[src/rtl/sepc_pkg.sv]
// Shared constants and types of the serial EEPROM programming control block.
// Assumes a single 100 MHz system clock; every serial pin is asynchronous to it.
package sepc_pkg;

  // ****************************************************************
  // Timing
  // ****************************************************************
  localparam int unsigned CLK_MHZ      = 100;
  localparam int unsigned PROG_TIME_US = 10000;
  localparam int unsigned PROG_CYCLES  = PROG_TIME_US * CLK_MHZ;

  // ****************************************************************
  // Array and frame geometry
  // ****************************************************************
  localparam int unsigned MEM_WORDS      = 16;
  localparam logic [15:0] MEM_RESET      = 16'hFFFF;
  localparam logic [5:0]  HDR_LEN_WORD   = 6'h09;
  localparam logic [5:0]  HDR_LEN_BYTE   = 6'h0A;
  localparam logic [5:0]  FRAME_LEN_WORD = 6'h19;
  localparam logic [5:0]  FRAME_LEN_BYTE = 6'h12;
  localparam logic [4:0]  DATA_LEN_WORD  = 5'h10;
  localparam logic [4:0]  DATA_LEN_BYTE  = 5'h08;

  // ****************************************************************
  // Opcodes
  // ****************************************************************
  localparam logic [1:0] OP_READ       = 2'h2;
  localparam logic [1:0] OP_WRITE      = 2'h1;
  localparam logic [1:0] OP_ERASE      = 2'h3;
  localparam logic [1:0] OP_EXT        = 2'h0;
  localparam logic [1:0] EXT_ENABLE    = 2'h3;
  localparam logic [1:0] EXT_DISABLE   = 2'h0;
  localparam logic [1:0] EXT_ERASE_ALL = 2'h2;
  localparam logic [1:0] EXT_WRITE_ALL = 2'h1;

  // ****************************************************************
  // Synchroniser lanes
  // ****************************************************************
  localparam int unsigned SY_SEL = 0;
  localparam int unsigned SY_CLK = 1;
  localparam int unsigned SY_DIN = 2;
  localparam int unsigned SY_ORG = 3;
  localparam int unsigned SY_ENH = 4;

  // ****************************************************************
  // Types
  // ****************************************************************
  typedef enum logic [1:0] {
    CMD_WRITE     = 2'h0,
    CMD_ERASE     = 2'h1,
    CMD_ERASE_ALL = 2'h2,
    CMD_WRITE_ALL = 2'h3
  } sepc_cmd_e;

  typedef struct packed {
    sepc_cmd_e   kind;
    logic        orgWord;
    logic [4:0]  addr;
    logic [15:0] data;
  } sepc_cmd_s;

  localparam int unsigned CMD_BITS = $bits(sepc_cmd_s);

  typedef enum logic [2:0] {
    FRM_IDLE  = 3'h0,
    FRM_DUMMY = 3'h1,
    FRM_START = 3'h3,
    FRM_FRAME = 3'h2,
    FRM_READ  = 3'h6
  } sepc_frm_e;

  typedef enum logic [1:0] {
    ENG_IDLE  = 2'h0,
    ENG_ERASE = 2'h1,
    ENG_PROG  = 2'h3
  } sepc_eng_e;

endpackage
[src/rtl/sepc_cmd_buf.sv]
// Two-entry buffer carrying decoded programming commands to the engine.
// Assumes both sides on the same clock; a full buffer holds inReady low.
`timescale 1ns/1ps
module sepc_cmd_buf #(
  parameter int unsigned WIDTH = 24,
  parameter int unsigned DEPTH = 2
) (
  input  wire logic             clock,
  input  wire logic             sys_rst,
  input  wire logic [WIDTH-1:0] inData,
  input  wire logic             inValid,
  output logic                  inReady,
  output logic      [WIDTH-1:0] outData,
  output logic                  outValid,
  input  wire logic             outReady
);

  typedef struct packed {
    logic [DEPTH-1:0][WIDTH-1:0] slot;
    logic [$clog2(DEPTH+1)-1:0]  used;
    logic [$clog2(DEPTH)-1:0]    rdPtr;
    logic [$clog2(DEPTH)-1:0]    wrPtr;
  } sepc_buf_s;

  sepc_buf_s s_r;
  sepc_buf_s s_nxt;
  logic      push;
  logic      pop;

  assign inReady  = (s_r.used != DEPTH[$clog2(DEPTH+1)-1:0]);
  assign outValid = (s_r.used != '0);
  assign outData  = s_r.slot[s_r.rdPtr];
  assign push     = inValid && inReady;
  assign pop      = outValid && outReady;

  always_comb begin
    s_nxt = s_r;
    if (push) begin
      s_nxt.slot[s_r.wrPtr] = inData;
      s_nxt.wrPtr = s_r.wrPtr + 1'b1;
    end
    if (pop) begin
      s_nxt.rdPtr = s_r.rdPtr + 1'b1;
    end
    if (push && !pop) begin
      s_nxt.used = s_r.used + 1'b1;
    end else if (pop && !push) begin
      s_nxt.used = s_r.used - 1'b1;
    end
  end

  always_ff @(posedge clock or posedge sys_rst) begin
    if (sys_rst) begin
      s_r <= '0;
    end else begin
      s_r <= s_nxt;
    end
  end

endmodule

[src/rtl/sepc_core.sv]
// Serial EEPROM device logic: frame decoding, self-timed programming,
// ready/busy reporting and the 16 x 16 array itself.
// Assumes the host drives select, serial clock and data asynchronously.
`timescale 1ns/1ps
module sepc_core #(
  parameter int unsigned PROG_CYCLES = sepc_pkg::PROG_CYCLES
) (
  input  wire logic clock,
  input  wire logic sys_rst,
  input  wire logic chipSel,
  input  wire logic serClk,
  input  wire logic serDataIn,
  input  wire logic orgSel,
  input  wire logic variantEnh,
  output logic      serDataOut,
  output logic      serDataOutEn,
  output logic      progBusy,
  output logic      progEnabled
);

  // ****************************************************************
  // State
  // ****************************************************************
  localparam logic [31:0] ERASE_CYC = 32'(PROG_CYCLES / 2);
  localparam logic [31:0] WRITE_CYC = 32'(PROG_CYCLES) - ERASE_CYC;

  typedef struct packed {
    logic [4:0]                     syncA;
    logic [4:0]                     syncB;
    logic                           clkOld;
    logic                           selOld;
    sepc_pkg::sepc_frm_e            frm;
    logic [5:0]                     cnt;
    logic [23:0]                    sh;
    logic [1:0]                     op;
    logic [6:0]                     af;
    logic [15:0]                    data;
    logic                           enabled;
    logic                           statusShow;
    logic                           cmdValid;
    sepc_pkg::sepc_cmd_s            cmd;
    logic [15:0]                    rdSh;
    logic [4:0]                     rdLeft;
    logic [4:0]                     rdAddr;
    logic                           rdBit;
    logic                           qBit;
    logic                           qEn;
    sepc_pkg::sepc_eng_e            eng;
    logic [31:0]                    timer;
    sepc_pkg::sepc_cmd_s            job;
    logic [sepc_pkg::MEM_WORDS-1:0][15:0] mem;
  } sepc_core_s;

  sepc_core_s          s_r;
  sepc_core_s          s_nxt;
  sepc_pkg::sepc_cmd_s bufOut;
  logic                bufOutValid;
  logic                bufOutReady;
  logic                cmdReady;
  logic                busy;

  // ****************************************************************
  // Command buffer
  // ****************************************************************
  sepc_cmd_buf #(
    .WIDTH (sepc_pkg::CMD_BITS),
    .DEPTH (2)
  ) u_buf (
    .clock    (clock),
    .sys_rst  (sys_rst),
    .inData   (s_r.cmd),
    .inValid  (s_r.cmdValid),
    .inReady  (cmdReady),
    .outData  (bufOut),
    .outValid (bufOutValid),
    .outReady (bufOutReady)
  );

  assign bufOutReady  = (s_r.eng == sepc_pkg::ENG_IDLE);
  assign busy         = (s_r.eng != sepc_pkg::ENG_IDLE) || bufOutValid || s_r.cmdValid;
  assign serDataOut   = s_r.qBit;
  assign serDataOutEn = s_r.qEn;
  assign progBusy     = busy;
  assign progEnabled  = s_r.enabled;

  function automatic logic [15:0] readWord(input logic [15:0] w, input logic org,
                                           input logic a0);
    readWord = org ? w : {(a0 ? w[15:8] : w[7:0]), 8'h00};
  endfunction

  // ****************************************************************
  // Next state
  // ****************************************************************
  always_comb begin
    logic        rise;
    logic        sel;
    logic        selFall;
    logic        din;
    logic        org;
    logic        enh;
    logic [5:0]  cntN;
    logic [23:0] shN;
    logic [5:0]  hdrLen;
    logic [5:0]  fullLen;
    logic [5:0]  need;
    logic [6:0]  afN;
    logic [1:0]  ext;
    logic [4:0]  addr;
    logic        isProg;
    logic        lenOk;
    logic [3:0]  idx;
    logic [15:0] mask;
    logic [15:0] placed;
    logic [4:0]  dlen;
    logic [4:0]  nextA;
    rise    = 1'b0;
    sel     = 1'b0;
    selFall = 1'b0;
    din     = 1'b0;
    org     = 1'b0;
    enh     = 1'b0;
    cntN    = '0;
    shN     = '0;
    hdrLen  = '0;
    fullLen = '0;
    need    = '0;
    afN     = '0;
    ext     = '0;
    addr    = '0;
    isProg  = 1'b0;
    lenOk   = 1'b0;
    idx     = '0;
    mask    = '0;
    placed  = '0;
    dlen    = '0;
    nextA   = '0;
    s_nxt   = s_r;

    s_nxt.syncA  = {variantEnh, orgSel, serDataIn, serClk, chipSel};
    s_nxt.syncB  = s_r.syncA;
    s_nxt.clkOld = s_r.syncB[sepc_pkg::SY_CLK];
    s_nxt.selOld = s_r.syncB[sepc_pkg::SY_SEL];
    rise    = s_r.syncB[sepc_pkg::SY_CLK] && !s_r.clkOld;
    sel     = s_r.syncB[sepc_pkg::SY_SEL];
    selFall = !sel && s_r.selOld;
    din     = s_r.syncB[sepc_pkg::SY_DIN];
    org     = s_r.syncB[sepc_pkg::SY_ORG];
    enh     = s_r.syncB[sepc_pkg::SY_ENH];
    hdrLen  = org ? sepc_pkg::HDR_LEN_WORD : sepc_pkg::HDR_LEN_BYTE;
    fullLen = org ? sepc_pkg::FRAME_LEN_WORD : sepc_pkg::FRAME_LEN_BYTE;
    dlen    = org ? sepc_pkg::DATA_LEN_WORD : sepc_pkg::DATA_LEN_BYTE;
    ext     = org ? s_r.af[5:4] : s_r.af[6:5];
    addr    = org ? {1'b0, s_r.af[3:0]} : s_r.af[4:0];

    if (s_r.cmdValid && cmdReady) begin
      s_nxt.cmdValid = 1'b0;
    end

    // Programming engine runs on the system clock only, so a stopped or
    // still toggling serial clock has no effect on the cycle.
    idx    = s_r.job.orgWord ? s_r.job.addr[3:0] : s_r.job.addr[4:1];
    mask   = s_r.job.orgWord ? 16'hFFFF : (s_r.job.addr[0] ? 16'hFF00 : 16'h00FF);
    placed = s_r.job.orgWord ? s_r.job.data : {s_r.job.data[7:0], s_r.job.data[7:0]};
    case (s_r.eng)
      sepc_pkg::ENG_IDLE: begin
        if (bufOutValid) begin
          s_nxt.job   = bufOut;
          s_nxt.timer = '0;
          s_nxt.eng   = (bufOut.kind == sepc_pkg::CMD_WRITE_ALL) ?
                        sepc_pkg::ENG_PROG : sepc_pkg::ENG_ERASE;
        end
      end
      sepc_pkg::ENG_ERASE: begin
        s_nxt.timer = s_r.timer + 32'h1;
        if (s_r.timer >= ERASE_CYC - 32'h1) begin
          s_nxt.timer = '0;
          for (int i = 0; i < sepc_pkg::MEM_WORDS; i++) begin
            if (s_r.job.kind == sepc_pkg::CMD_ERASE_ALL) begin
              s_nxt.mem[i] = sepc_pkg::MEM_RESET;
            end else if (i == int'(idx)) begin
              s_nxt.mem[i] = s_r.mem[i] | mask;
            end
          end
          s_nxt.eng = (s_r.job.kind == sepc_pkg::CMD_WRITE) ?
                      sepc_pkg::ENG_PROG : sepc_pkg::ENG_IDLE;
        end
      end
      sepc_pkg::ENG_PROG: begin
        s_nxt.timer = s_r.timer + 32'h1;
        if (s_r.timer >= WRITE_CYC - 32'h1) begin
          s_nxt.timer = '0;
          // Programming only clears bits; without a prior erase-all, write-all
          // ends as the AND of old and new contents in word mode, and in byte mode only in the byte lane that address bit 0 selects.
          for (int i = 0; i < sepc_pkg::MEM_WORDS; i++) begin
            if (s_r.job.kind == sepc_pkg::CMD_WRITE_ALL || i == int'(idx)) begin
              s_nxt.mem[i] = s_r.mem[i] & (placed | ~mask);
            end
          end
          s_nxt.eng = sepc_pkg::ENG_IDLE;
        end
      end
      default: begin
        s_nxt.eng = sepc_pkg::ENG_IDLE;
      end
    endcase

    // Frame decoding.
    case (s_r.frm)
      sepc_pkg::FRM_IDLE: begin
        if (sel) begin
          s_nxt.cnt = '0;
          s_nxt.frm = enh ? sepc_pkg::FRM_START : sepc_pkg::FRM_DUMMY;
        end
      end
      sepc_pkg::FRM_DUMMY: begin
        if (rise && !busy) begin
          s_nxt.frm = sepc_pkg::FRM_START;
        end
      end
      sepc_pkg::FRM_START: begin
        if (rise && !busy && din) begin
          s_nxt.cnt        = 6'h01;
          s_nxt.sh         = 24'h000001;
          s_nxt.statusShow = 1'b0;
          s_nxt.frm        = sepc_pkg::FRM_FRAME;
        end
      end
      sepc_pkg::FRM_FRAME: begin
        if (rise) begin
          shN      = {s_r.sh[22:0], din};
          cntN     = (s_r.cnt == 6'h3F) ? s_r.cnt : s_r.cnt + 6'h01;
          s_nxt.sh = shN;
          s_nxt.cnt = cntN;
          if (cntN == hdrLen) begin
            afN      = org ? {1'b0, shN[5:0]} : shN[6:0];
            s_nxt.op = org ? shN[7:6] : shN[8:7];
            s_nxt.af = afN;
            if ((org ? shN[7:6] : shN[8:7]) == sepc_pkg::OP_READ) begin
              s_nxt.rdAddr = org ? {1'b0, afN[3:0]} : afN[4:0];
              s_nxt.rdSh   = readWord(s_r.mem[org ? afN[3:0] : afN[4:1]], org, afN[0]);
              s_nxt.rdLeft = dlen;
              s_nxt.rdBit  = 1'b0;
              s_nxt.frm    = sepc_pkg::FRM_READ;
            end else if ((org ? shN[7:6] : shN[8:7]) == sepc_pkg::OP_EXT) begin
              if ((org ? afN[5:4] : afN[6:5]) == sepc_pkg::EXT_ENABLE) begin
                s_nxt.enabled = 1'b1;
              end else if ((org ? afN[5:4] : afN[6:5]) == sepc_pkg::EXT_DISABLE) begin
                s_nxt.enabled = 1'b0;
              end
            end
          end
          if (cntN == fullLen) begin
            s_nxt.data = org ? shN[15:0] : {8'h00, shN[7:0]};
          end
        end
      end
      sepc_pkg::FRM_READ: begin
        if (rise) begin
          if (s_r.rdLeft == 5'h00) begin
            nextA        = org ? {1'b0, s_r.rdAddr[3:0] + 4'h1} : s_r.rdAddr + 5'h01;
            s_nxt.rdAddr = nextA;
            s_nxt.rdSh   = readWord(s_r.mem[org ? nextA[3:0] : nextA[4:1]], org, nextA[0]);
            s_nxt.rdBit  = s_nxt.rdSh[15];
            s_nxt.rdSh   = {s_nxt.rdSh[14:0], 1'b0};
            s_nxt.rdLeft = dlen - 5'h01;
          end else begin
            s_nxt.rdBit  = s_r.rdSh[15];
            s_nxt.rdSh   = {s_r.rdSh[14:0], 1'b0};
            s_nxt.rdLeft = s_r.rdLeft - 5'h01;
          end
        end
      end
      default: begin
        s_nxt.frm = sepc_pkg::FRM_IDLE;
      end
    endcase

    // Deselect ends every frame; a complete programming frame launches here.
    if (!sel) begin
      s_nxt.frm = sepc_pkg::FRM_IDLE;
      if (!busy) begin
        s_nxt.statusShow = 1'b0;
      end
      if (selFall && s_r.frm == sepc_pkg::FRM_FRAME && s_r.cnt >= hdrLen) begin
        isProg = 1'b1;
        case (s_r.op)
          sepc_pkg::OP_WRITE: begin
            s_nxt.cmd.kind = sepc_pkg::CMD_WRITE;
            need = fullLen;
          end
          sepc_pkg::OP_ERASE: begin
            s_nxt.cmd.kind = sepc_pkg::CMD_ERASE;
            need = hdrLen;
          end
          sepc_pkg::OP_EXT: begin
            if (ext == sepc_pkg::EXT_ERASE_ALL) begin
              s_nxt.cmd.kind = sepc_pkg::CMD_ERASE_ALL;
              need = hdrLen;
            end else if (ext == sepc_pkg::EXT_WRITE_ALL) begin
              s_nxt.cmd.kind = sepc_pkg::CMD_WRITE_ALL;
              need = fullLen;
            end else begin
              isProg = 1'b0;
            end
          end
          default: begin
            isProg = 1'b0;
          end
        endcase
        // The base variant only needs the frame complete; the enhanced one
        // rejects any extra glitch pulse so a shifted frame cannot land.
        lenOk = enh ? (s_r.cnt == need) : (s_r.cnt >= need);
        if (isProg && lenOk && s_r.enabled) begin
          s_nxt.cmdValid     = 1'b1;
          s_nxt.cmd.orgWord  = org;
          s_nxt.cmd.addr     = addr;
          s_nxt.cmd.data     = s_r.data;
          s_nxt.statusShow   = 1'b1;
        end
      end
    end

    // Output stage: status while a cycle is pending or just finished.
    s_nxt.qEn  = sel && (s_r.statusShow || s_r.frm == sepc_pkg::FRM_READ);
    s_nxt.qBit = (s_r.frm == sepc_pkg::FRM_READ) ? s_r.rdBit : !busy;
  end

  // ****************************************************************
  // Registers
  // ****************************************************************
  always_ff @(posedge clock or posedge sys_rst) begin
    if (sys_rst) begin
      s_r     <= '0;
      s_r.mem <= {sepc_pkg::MEM_WORDS{sepc_pkg::MEM_RESET}};
    end else begin
      s_r <= s_nxt;
    end
  end

endmodule

[config.mk]
export PLATFORM = sky130hd
export DESIGN_NAME = sepc_core
export DESIGN_NICKNAME = d
export VERILOG_FILES = /design/src/rtl/sepc_pkg.sv /design/src/rtl/sepc_cmd_buf.sv /design/src/rtl/sepc_core.sv
export SDC_FILE = /design/constraint.sdc
export NUM_CORES = 1
export LEC_CHECK = 0
export BUFFER_PORTS_ARGS = -buffer_cell sky130_fd_sc_hd__buf_4
export CORE_ASPECT_RATIO = 0.7
export CORE_UTILIZATION = 60
export DETAILED_ROUTE_END_ITERATION = 12
export GPL_ROUTABILITY_DRIVEN = 1
export PLACE_DENSITY = 0.76
export SLEW_MARGIN = 20
export SYNTH_ARGS = -nofsm -noshare
export SYNTH_HDL_FRONTEND = slang
export SYNTH_SLANG_ARGS = --single-unit
[constraint.sdc]
create_clock -name clock -period 17.3 [get_ports clock]
set_input_delay 2.595 -clock clock [delete_from_list [all_inputs] [get_ports clock]]
set_output_delay 2.595 -clock clock [all_outputs]
set_load 0.02 [all_outputs]
Word level (Yosys, flattened, before mapping):

Cells that the tools add are included.

* latch bits: 0
* output and inout bits: 4
* input bits: 7
* memory bits (writable): 0
* memories: 0
* logic and storage cells: 414
* memory bits (read-only): 0
* flip-flop bits (word level): 491

* bitwise operators: 36
* multipliers: 0
* reduce and logical (&&, ||, !) cells: 86
* $lt $le $gt $ge: 8
* mux-type cells: 140
* shifts and indexed selects: 0
* $add $sub $neg: 10
* div/mod/pow operators: 0
* equal/unequal tests: 84

Operator list (count)
* $mux W16: 57
* $mux W256: 2
* $pmux W256 S2: 1
* $or A16 B16 Y16: 17
* $and A16 B16 Y16: 16
* $bmux W16 S4: 2
* $mux W27: 4
* $pmux W32 S3: 1
* $reduce_and A5 Y1: 17
* $mux W24: 3
* $mux W34: 2
* $ne A3 B3 Y1 const B: 22
* $mux W59: 1
* $mux W58: 1
* $ne A2 B2 Y1 const B: 28
* $pmux W27 S2: 1
* $mux W26: 2
* $bwmux W48: 1
* $pmux W23 S2: 1
* $mux W5: 7
* $mux W33: 1
* $add A32 B1 Y32 const B: 1
* $eq A4 B4 Y1 const A: 8
* $ge A32 B19 Y1 const B: 1
* 56 further kinds: 167

Longest topological paths before layout:

Gate-level depths: netlist (run 1).

* word-level depth: 14
* gate-level depth with buffers: 21
* depth with buffers taken out: 14

By module:

From an unflattened synthesis (run 1), not the netlist that was laid out.

* cells, all modules: 2809
* area, all modules: 27904.3 um^2

By module, submodules not included
* sepc_core: times used 1, area each 25415.6 um^2, sequential area each 11105.7 um^2, cells an instance 2662
* sepc_cmd_buf: times used 1, area each 2488.6 um^2, sequential area each 1301.2 um^2, cells an instance 147

Worst setup path before layout (run 1):

Ideal clock, no wire load.

* path kind: register to register
* from: reg s_r[433] (netlist name)
* to: reg s_r[348] (netlist name)
* stages on the path, launching flop included: 22
* arrival time: 4234 ps
* path buffers: 7
* setup slack: 12942 ps
* period minus slack after synthesis: 4358 ps
* required time: 17175 ps
* library setup time: 125 ps
* path through: dfrtp_1 > buf_6 > buf_4 > buf_2 > buf_2 > clkbuf_1 > clkbuf_1 > mux2i_1 > inv_1 > ha_1 > o21ai_0 > a21oi_1 > and2_1 > ha_1 > nor3b_1 > o21ai_0 > o21ai_0 > a22o_1 > nand2_1 > a21oi_1 > buf_2 > mux2_2

* cells in the longest elaborated chain, start to end: 12
* elaborated cells on any way between the ends: 23
* those cells by class: 2 x order compare; 3 x eq/ne; 14 x mux; 4 x reduce/logical

Ends and longest elaborated chain
* from (decl): RTL line sepc_core.sv:54 `sepc_core_s s_r;`
* from (signal assigned): RTL line sepc_core.sv:336 `s_r <= s_nxt;`
* $mux W2: RTL line sepc_core.sv:152 `ext = org ? s_r.af[5:4] : s_r.af[6:5];`
* $eq A2 B1 Y1: RTL line sepc_core.sv:299 `end else if (ext == sepc_pkg::EXT_WRITE_ALL) begin`
* $mux W5: RTL line sepc_core.sv:299
* $mux W5: RTL line sepc_core.sv:296 `if (ext == sepc_pkg::EXT_ERASE_ALL) begin`
* $pmux W5 S3: RTL line sepc_core.sv:286 `case (s_r.op)`
* $mux W6: RTL line sepc_core.sv:284 `if (selFall && s_r.frm == sepc_pkg::FRM_FRAME && s_r.cnt >= hdrLen) begin`
* $mux W6: RTL line sepc_core.sv:279 `if (!sel) begin`
* $ge A6 B6 Y1 / $eq A6 B6 Y1 (equally long branches): RTL line sepc_core.sv:312 `lenOk = enh ? (s_r.cnt == need) : (s_r.cnt >= need);`
* $mux W1: RTL line sepc_core.sv:312
* $logic_and A1 B1 Y1 (2 in series): RTL line sepc_core.sv:313 `if (isProg && lenOk && s_r.enabled) begin`
* $reduce_and A3 Y1 (no source line) *

Every way passes the cells marked *; elsewhere a longest branch is shown, timed or not. The select of a mux whose other input is x is not followed.
A chain may end at the register's enable or synchronous reset.

Worst setup path in the final report (run 1):

* from: reg s_r[317] (netlist name)
* to: reg s_r[342] (netlist name)

* cells in the longest elaborated chain, start to end: 10
* elaborated cells on any way between the ends: 11
* those cells by class: 2 x add/sub; 9 x mux

Ends and longest elaborated chain
* $add A5 B1 Y5 / $add A4 B1 Y4 (equally long branches): RTL line sepc_core.sv:260 `nextA = org ? {1'b0, s_r.rdAddr[3:0] + 4'h1} : s_r.rdAddr + 5'h01;`
* $mux W5 *: RTL line sepc_core.sv:260
* $mux W4: RTL line sepc_core.sv:262 `s_nxt.rdSh = readWord(s_r.mem[org ? nextA[3:0] : nextA[4:1]], org, nextA[0]);`
* $bmux W16 S4: RTL line sepc_core.sv:262
* $mux W16: RTL line sepc_core.sv:262
* $mux W8: RTL line sepc_core.sv:88 `readWord = org ? w : {(a0 ? w[15:8] : w[7:0]), 8'h00};`
* $mux W16 *: RTL line sepc_core.sv:88
* $mux W21 *: RTL line sepc_core.sv:259 `if (s_r.rdLeft == 5'h00) begin`
* $mux W27 *: RTL line sepc_core.sv:258 `if (rise) begin`
* $pmux W27 S2 *: RTL line sepc_core.sv:208 `case (s_r.frm)`

Marks and branches as above.

==> out/results.tsv, run 1 <==
stage	metric	value	unit
outcome	outcome	completed	
synth	yosysWarnings	0	
global_route	antenna_found_initial	0	
timing	period_minus_slack	4855	ps
critical_path	path_buf_inv	2	
synth	synth_edf_count	0	
timing	tns	0	ps
cts	post_cts_buffers	0	
synth	synthDistinctLibCells	88	
cts	cts_sinks	483	
cts	clock_latency	590	ps
cts	clockBufferDepth	3	
critical_path	critPathSlowestCell	buf_4	
synth	synthArstFlopShare	100.0	%
detailed_routing	drtPass1Iterations	9	
placement	pre_cts_ws	12100	ps
detailed_routing	wl	87010	µm
final_layout	postLayoutCellArea	0.02929	mm²
global_route	grt_pass1_wl	134900	µm
floorplanning	core	0.04420	mm²
power_and_ir_drop	p_leak	12.14	nW
timing	min_period_over_period	28.06	%
cts	cts_resized	0	
timing	finalHoldViolations	0	
critical_path	critPathMaxStageDelay	840	ps
cts	htree_num_levels	2	
final_layout	diodes	0	
critical_path	critPathLaunchType	flop	
global_route	grt_pass1_vias	22702	
detailed_routing	drtIter0Drc	3299	
synth	ys_ff_latch	483	
global_route	grtUsageTotal	37.71	%
critical_path	cp-end-kind	flop	
power_and_ir_drop	power.density	88.62	mW/mm²
detailed_routing	wire_per_inst	26.30	µm
final_layout	syn2layout_area_growth	7.624	%
synth	netlist.area_leader.share	24.72	%
timing	rsz0062_at_grt	false	
synth	synth_area_leader_cell	dfstp_2	
timing	slew_headroom	15.44	%
synth	ys_seq_area_share	45.59	%
timing	fmax	206.0	MHz
global_route	grt_max_degree	119	
timing	finalSetupViolations	0	
floorplanning	start_util	61.56	%
floorplanning	die_area	0.04622	mm²
detailed_routing	drcViolationCount	0	
cts	numCtsBuffers	49	
run	maxCapViolCount	0	
cts	root_buffer	clkbuf_16	
global_route	grt_overflow_total	0	
placement	place.gp.congestion	1.032	
floorplanning	row_count	64	
cts	clk_pin_slew	60	ps
critical_path	crit_chain	buf_4 > ha_4 > buf_4 > mux4_2 > mux2_2 > a22o_1 > a211oi_1 > and2_1 > a211oi_1	
synth	synthFlopType	dfstp_2	
min_path	hp-class	reg -> reg	
power_and_ir_drop	irDropWorstVdd	0.08417	mV
synth	synth_fp_nets	2803	
detailed_routing	ant_nets	0	
final_layout	nFillCells	3389	
final_layout	multi_input_area	0.01378	mm²
final_layout	drive_above_1_share	23.66	%
timing	tightestPinTransition	1257	ps
synth	synthCells	2778	
critical_path	critPathKind	reg -> reg	
synth	synth_area	0.02721	mm²
cts	ctsHoldBuffers	0	
timing	final-max-slew-violation-count	0	
timing	fin_ws	12450	ps
timing	fin_skew	14.18	ps
floorplanning	fp.dieH	180.2	µm
placement	io_buffers	10	
cts	tritoncts	done	
critical_path	crit_family	buffers and inverters	
synth	synth.top_cells.by_area	dfstp_2 (25%), dfrtp_1 (21%), nand2_1 (9.5%), mux4_2 (7.2%), a2bb2oi_1 (4.2%)	
final_layout	final_util	66.25	%
floorplanning	fp.dieW	256.5	µm
final_layout	nets	2699	
floorplanning	ios	11	
placement	dp_hpwl	57010	µm
critical_path	arrival	5310	ps
detailed_routing	viasPerCell	7.074	
critical_path	crit_required	17750	ps
final_layout	regArea	0.01241	mm²
detailed_routing	vias	23401	
placement	placed_cell_area	0.02752	mm²
critical_path	crit_fanout	64	
synth	syn_area_per_cell	9.795	µm²
## final cells by class
cell class,count,share of cell area (%)
timing repair buffer,64,1.666
sequential,483,42.38
inverter,28,0.3931
clock inverter,26,1.145
tap,594,2.538
multi-input combinational,2048,47.06
clock buffer,65,4.811
## placed cells by master, fill, tap and decap left out, drive strengths merged, types with 14 or more instances in the layout
| cell | Yosys | layout |
|---|---|---|
| nor4 | 15 | 15 |
| o211ai | 16 | 16 |
| nand2 | 690 | 690 |
| inv | 27 | 29 |
| nor2b | 15 | 15 |
| nor2 | 84 | 84 |
| mux2i | 112 | 112 |
| and2 | 22 | 22 |
| nand2b | 15 | 15 |
| clkinv | 1 | 18 |
| a21oi | 70 | 70 |
| ha | 18 | 18 |
| and3 | 52 | 52 |
| dfrtp | 227 | 227 |
| buf | 97 | 63 |
| mux2 | 99 | 99 |
| a311oi | 15 | 15 |
| a211oi | 14 | 14 |
| a22o | 14 | 14 |
| dfstp | 256 | 256 |
| o21ai | 238 | 238 |
| clkbuf | 122 | 66 |
| a2bb2oi | 129 | 129 |
| nand3 | 99 | 99 |
| a31oi | 21 | 21 |
| mux4 | 88 | 88 |
| nor3 | 36 | 36 |
## through the flow
stage	cells	power (mW)	hold slack [ps]
floorplan	2778	1.347	331.2
global placement	3216	1.440	334.4
detailed placement	3216	1.446	334.7
CTS	3307	2.587	348.1
global route	3308	2.660	353.9
finish	3308	2.595	346.5
## cells in the mapped netlist, types with 11 or more instances
cell       count
a211oi_1      14
a21oi_1       70
a22o_1        14
a2bb2oi_1    129
a311oi_1      14
a31oi_1       21
a32oi_1       13
and2_1        21
and3_1        52
buf_1         17
buf_2         58
buf_4         11
buf_6         11
clkbuf_1     122
dfrtp_1      227
dfstp_2      256
ha_1          18
inv_1         26
mux2_2        99
mux2i_1      110
mux4_2        87
nand2_1      690
nand2b_1      15
nand3_1       99
nand4_1       11
nor2_1        77
nor2b_1       15
nor3_1        36
nor4_1        13
o211ai_1      15
o21ai_0      217
o21ai_1       21
## sequential cells by signal (all words and copies together), names as in the netlist
| signal | flops |
|---|---|
| u_buf.s_r | 52 |
| s_nxt | 7 |
| serDataOut | 1 |
| s_r | 421 |
| serDataOutEn | 1 |
| progEnabled | 1 |
## worst paths after layout
check,startpoint,to,slack [ps],depth (start not counted)
worst max-delay path,s_r[317]$_DFFE_PP0P_,s_r[342]$_DFFE_PP0P_,12450,9
worst min-delay path,s_nxt[432]$_DFF_PP0_,s_r[432]$_DFF_PP0_,350,0
worst max register to register,s_r[317]$_DFFE_PP0P_,s_r[342]$_DFFE_PP0P_,12450,9
worst min register to register,s_nxt[432]$_DFF_PP0_,s_r[432]$_DFF_PP0_,350,0
max in group asynchronous,sys_rst,s_r[391]$_DFFE_PP0P_,12800,4
min in group asynchronous,sys_rst,s_r[262]$_DFFE_PP0P_,2210,2
## power breakdown
group	leakage [nW]	switching (mW)	internal, mW	total, mW
Combinational	5.50	0.218	0.0692	0.287
Sequential	5.77	0.0178	1.14	1.16
Clock	0.871	0.472	0.680	1.15
## routing by layer
layer	up-vias	share of wire [%]	global-route usage [%]
li1	9819	-	-
met1	11617	40	53.98
met2	1673	42	53.61
met3	290	14	12.50
met4	2	3.6	12.79
met5	-	0.17	2.263
## logic make-up (layout without fill, tap and decap cells)
kind of cell	after synthesis	after routing	share of synthesized area (%)
AOI/OAI and AO/OA	633	633	15.78
xor gates and xnor gates	18	18	0.6070
adders and majority gates	18	18	0.8277
buffers and inverters	247	183	4.138
DFF	483	483	45.60
muxes	299	299	15.57
and+or+nand+nor	1080	1080	17.48
Note: power is estimated with default switching activity, not from simulation.
==> run 2, diff against run 1 <==
- ABC_AREA: default -> 1
- clock period: 17.3 -> 5.1 ns (I/O delays scaled with it)
==> run 2 against run 1 <==
- global-route usage decreased by 0.23 points
- setup slack got worse by 11000 ps
- power increased to 4.1 times the previous value
==> out/results.tsv, run 2 <==
stage	metric	value	unit	change
cts	post_cts_buffers	0		unchanged
floorplanning	row_count	67		+4.7%
power_and_ir_drop	power.density	333.9	mW/mm²	+280%
timing	period_minus_slack	3602	ps	-1253 ps
synth	synth_edf_count	0		unchanged
placement	place_inst	4525		+41%
detailed_routing	drcViolationCount	0		unchanged
power_and_ir_drop	intPower	6.858	mW	+260%
placement	io_buffers	10		unchanged
detailed_routing	wl	94220	µm	+8.3%
synth	ys_seq_area_share	41.86	%	-3.7 points
global_route	grt_overflow_total	0		unchanged
synth	synthMuxAreaShare	0.07598	%	-15 points
final_layout	fin_cells	4616		+40%
cts	numCtsBuffers	48		-2.0%
outcome	outcome	completed		
synth	synthMostInstantiatedCell	nand2_1		
cts	cts_sinks	483		unchanged
global_route	grt_max_degree	145		+22%
timing	fmax	277.6	MHz	+35%
synth	synthCells	4055		+46%
timing	rsz0062_at_grt	false		
critical_path	crit_fanout	24		-63%
synth	synthAdderAreaFrac	0.7598	%	-0.068 points
detailed_routing	ant_nets	0		unchanged
power_and_ir_drop	p_clk_share	37.0	%	-7.4 points
placement	pre_cts_ws	1585	ps	-10520 ps
cts	ctsHoldBuffers	0		unchanged
synth	syn_area_per_cell	7.310	µm²	-25%
final_layout	syn2layout_area_growth	6.944	%	
synth	synthSimpleGateAreaFrac	31.48	%	+14 points
placement	dp_hpwl	60880	µm	+6.8%
timing	min_period_over_period	70.63	%	+43 points
final_layout	largest_register_ffs	421		unchanged
synth	synth_compound_gate_area_share	15.56	%	-0.22 points
detailed_routing	drtIter0Drc	3515		+6.5%
cts	tritoncts	done		
final_layout	final_cell_mix	nand2_1 (1165), nand3_1 (533), inv_1 (410), o21ai_0 (308), dfstp_2 (256)		
run	maxCapViolCount	0		unchanged
synth	ys_ff_latch	483		unchanged
synth	yosys-top-cells-count	nand2_1 (1172), nand3_1 (533), inv_1 (411)		
floorplanning	ios	11		unchanged
detailed_routing	wire_per_inst	20.41	µm	-22%
detailed_routing	viasPerCell	6.099		-14%
cts	cts_resized	0		unchanged
timing	fin_skew	16.77	ps	+2.587 ps
power_and_ir_drop	p_sw	3.725	mW	+430%
floorplanning	fp.dieH	188.0	µm	+4.3%
cts	root_buffer	clkbuf_16		
critical_path	critPathKind	reg -> reg		
synth	synth_area_leader_cell	dfstp_2		
synth	synthFlopType	dfstp_2		
synth	netlist.area_leader.share	22.69	%	-2.0 points
synth	synthArstFlopShare	100.0	%	unchanged
synth	synth_area	0.02964	mm²	+8.9%
synth	synthDistinctLibCells	50		-43%
final_layout	nets	3947		+46%
timing	finalHoldViolations	0		unchanged
power_and_ir_drop	swShare	35.20	%	+7.9 points
global_route	antenna_found_initial	0		unchanged
synth	synth_fp_nets	4080		+46%
timing	fin_ws	1498	ps	-10950 ps
floorplanning	start_util	61.39	%	-0.17 points
floorplanning	die_area	0.05031	mm²	+8.8%
placement	place.gp.congestion	1.018		-1.4%
power_and_ir_drop	p_leak	13.34	nW	+9.9%
detailed_routing	drtPass1Iterations	9		unchanged
cts	clockBufferDepth	3		unchanged
synth	yosysWarnings	0		unchanged
final_layout	diodes	0		unchanged
final_layout	nFillCells	4280		+26%
synth	synth.top_cells.by_area	dfstp_2 (23%), dfrtp_1 (19%), nand2_1 (15%), nand3_1 (9.0%), inv_1 (5.2%)		
timing	finalSetupViolations	0		unchanged
power_and_ir_drop	irDropWorstVdd	0.2562	mV	+200%
detailed_routing	vias	28153		+20%
critical_path	cp-end-kind	flop		
critical_path	arrival	4110	ps	-1200 ps
critical_path	critPathLaunchType	flop		
cts	htree_num_levels	2		unchanged
timing	worst_hold_slack	241.4	ps	-105.1 ps
floorplanning	fp.dieW	267.7	µm	+4.3%
final_layout	regMostFlops	s_r		
power_and_ir_drop	pwr-share-comb	25.4	%	+14 points
cts	clock_latency	630	ps	+40 ps
synth	synth_xor_area_share	0.5318	%	-0.075 points
timing	final-max-slew-violation-count	0		unchanged
timing	slew_headroom	24.56	%	+9.1 points
power_and_ir_drop	total_power	10.58	mW	+310%
global_route	grtUsageTotal	37.48	%	-0.23 points
critical_path	crit_required	5610	ps	-12140 ps
power_and_ir_drop	pwr-share-seq	37.6	%	-6.9 points
final_layout	final_common_cell	nand2_1		
floorplanning	core	0.04829	mm²	+9.2%
global_route	grt_pass1_vias	25431		+12%
timing	tightestPinTransition	1127	ps	-129.4 ps
final_layout	drive_above_1_share	13.28	%	-10 points
synth	synth_top_family_by_area	simple AND/OR/NAND/NOR gates		
critical_path	r2r_slack	1500	ps	-10950 ps
cts	clk_pin_slew	60	ps	about the same
global_route	grt_pass1_wl	147300	µm	+9.2%
min_path	hp-class	in -> reg		
## run 2: cell types whose count changed after synthesis, moves of 124 or more
cell       before   now
a2bb2oi_1     129     0
inv_1          26   411
nand2_1       690  1172
nand3_1        99   533
nand4_1        11   135
o31ai_1        10   137
## run 2: layer usage
layer	track usage (%)	vias up	share of wire [%]
li1	-	13207	-
met1	55.95	13238	44
met2	50.44	1507	40
met3	12.34	201	13
met4	12.46	0	3.1
met5	0	-	0
## run 2: critical path, cell delays in order, from the launching register on
cell     delay [ps]
dfrtp_1         520
o21ai_0         330
inv_1            90
ha_1            220
a21oi_1         170
nand3_1         120
nand3_1          90
inv_1            50
ha_1            260
nand3_1          70
o21ai_0          90
nand2_1          80
nand2_1          70
a22oi_1          60
o21ai_1         160
buf_4           280
nand2_1         520
nand2_1         230
nand2_1          70
## run 2: power by group through the flow
stage	combinational [mW]	sequential, mW	clock, mW
global route	2.86	3.99	4.11
floorplan	1.71	4.02	0
finish	2.68	3.98	3.92
detailed placement	2.52	4.04	0
CTS	2.53	3.98	3.95
global placement	2.52	4.04	0
## run 2: logic make-up (layout without fill, tap and decap cells)
logic type | after synthesis | after routing
xor gates and xnor gates | 18 | 18
buffers and inverters | 689 | 595
DFF | 483 | 483
adders and majority gates | 18 | 18
and+or+nand+nor | 2091 | 2091
AOI/OAI and AO/OA | 754 | 754
muxes | 2 | 2
## run 2: per-stage QoR
step | util, % | TNS [ps] | area [µm²]
finish | 65.65 | 0 | 31700
global route | 65.65 | 0 | 31700
CTS | 65.53 | 0 | 31640
detailed placement | 61.99 | 0 | 29930
global placement | 61.99 | 0 | 29930
floorplan | - | -516280 | 29650
## run 2: area by class of cell
cell class | count | area (µm²) | area share (%)
clock buffer | 62 | 1314 | 4.144
clock inverter | 27 | 395.4 | 1.247
inverter | 428 | 1623 | 5.119
multi-input combinational | 2883 | 14430 | 45.52
sequential | 483 | 12410 | 39.14
tap | 655 | 819.5 | 2.585
timing repair buffer | 78 | 713.2 | 2.250
## run 2: worst paths after layout
check	end	start	cells after the start
min reg2reg	s_r[432]$_DFF_PP0_	s_nxt[432]$_DFF_PP0_	0
min	s_nxt[433]$_DFF_PP0_	orgSel	1
min in group asynchronous	s_r[342]$_DFFE_PP0P_	sys_rst	2
max	s_r[355]$_DFFE_PP0P_	s_r[433]$_DFF_PP0_	18
max reg2reg	s_r[355]$_DFFE_PP0P_	s_r[433]$_DFF_PP0_	18
max in group asynchronous	s_r[97]$_DFFE_PP1P_	sys_rst	4
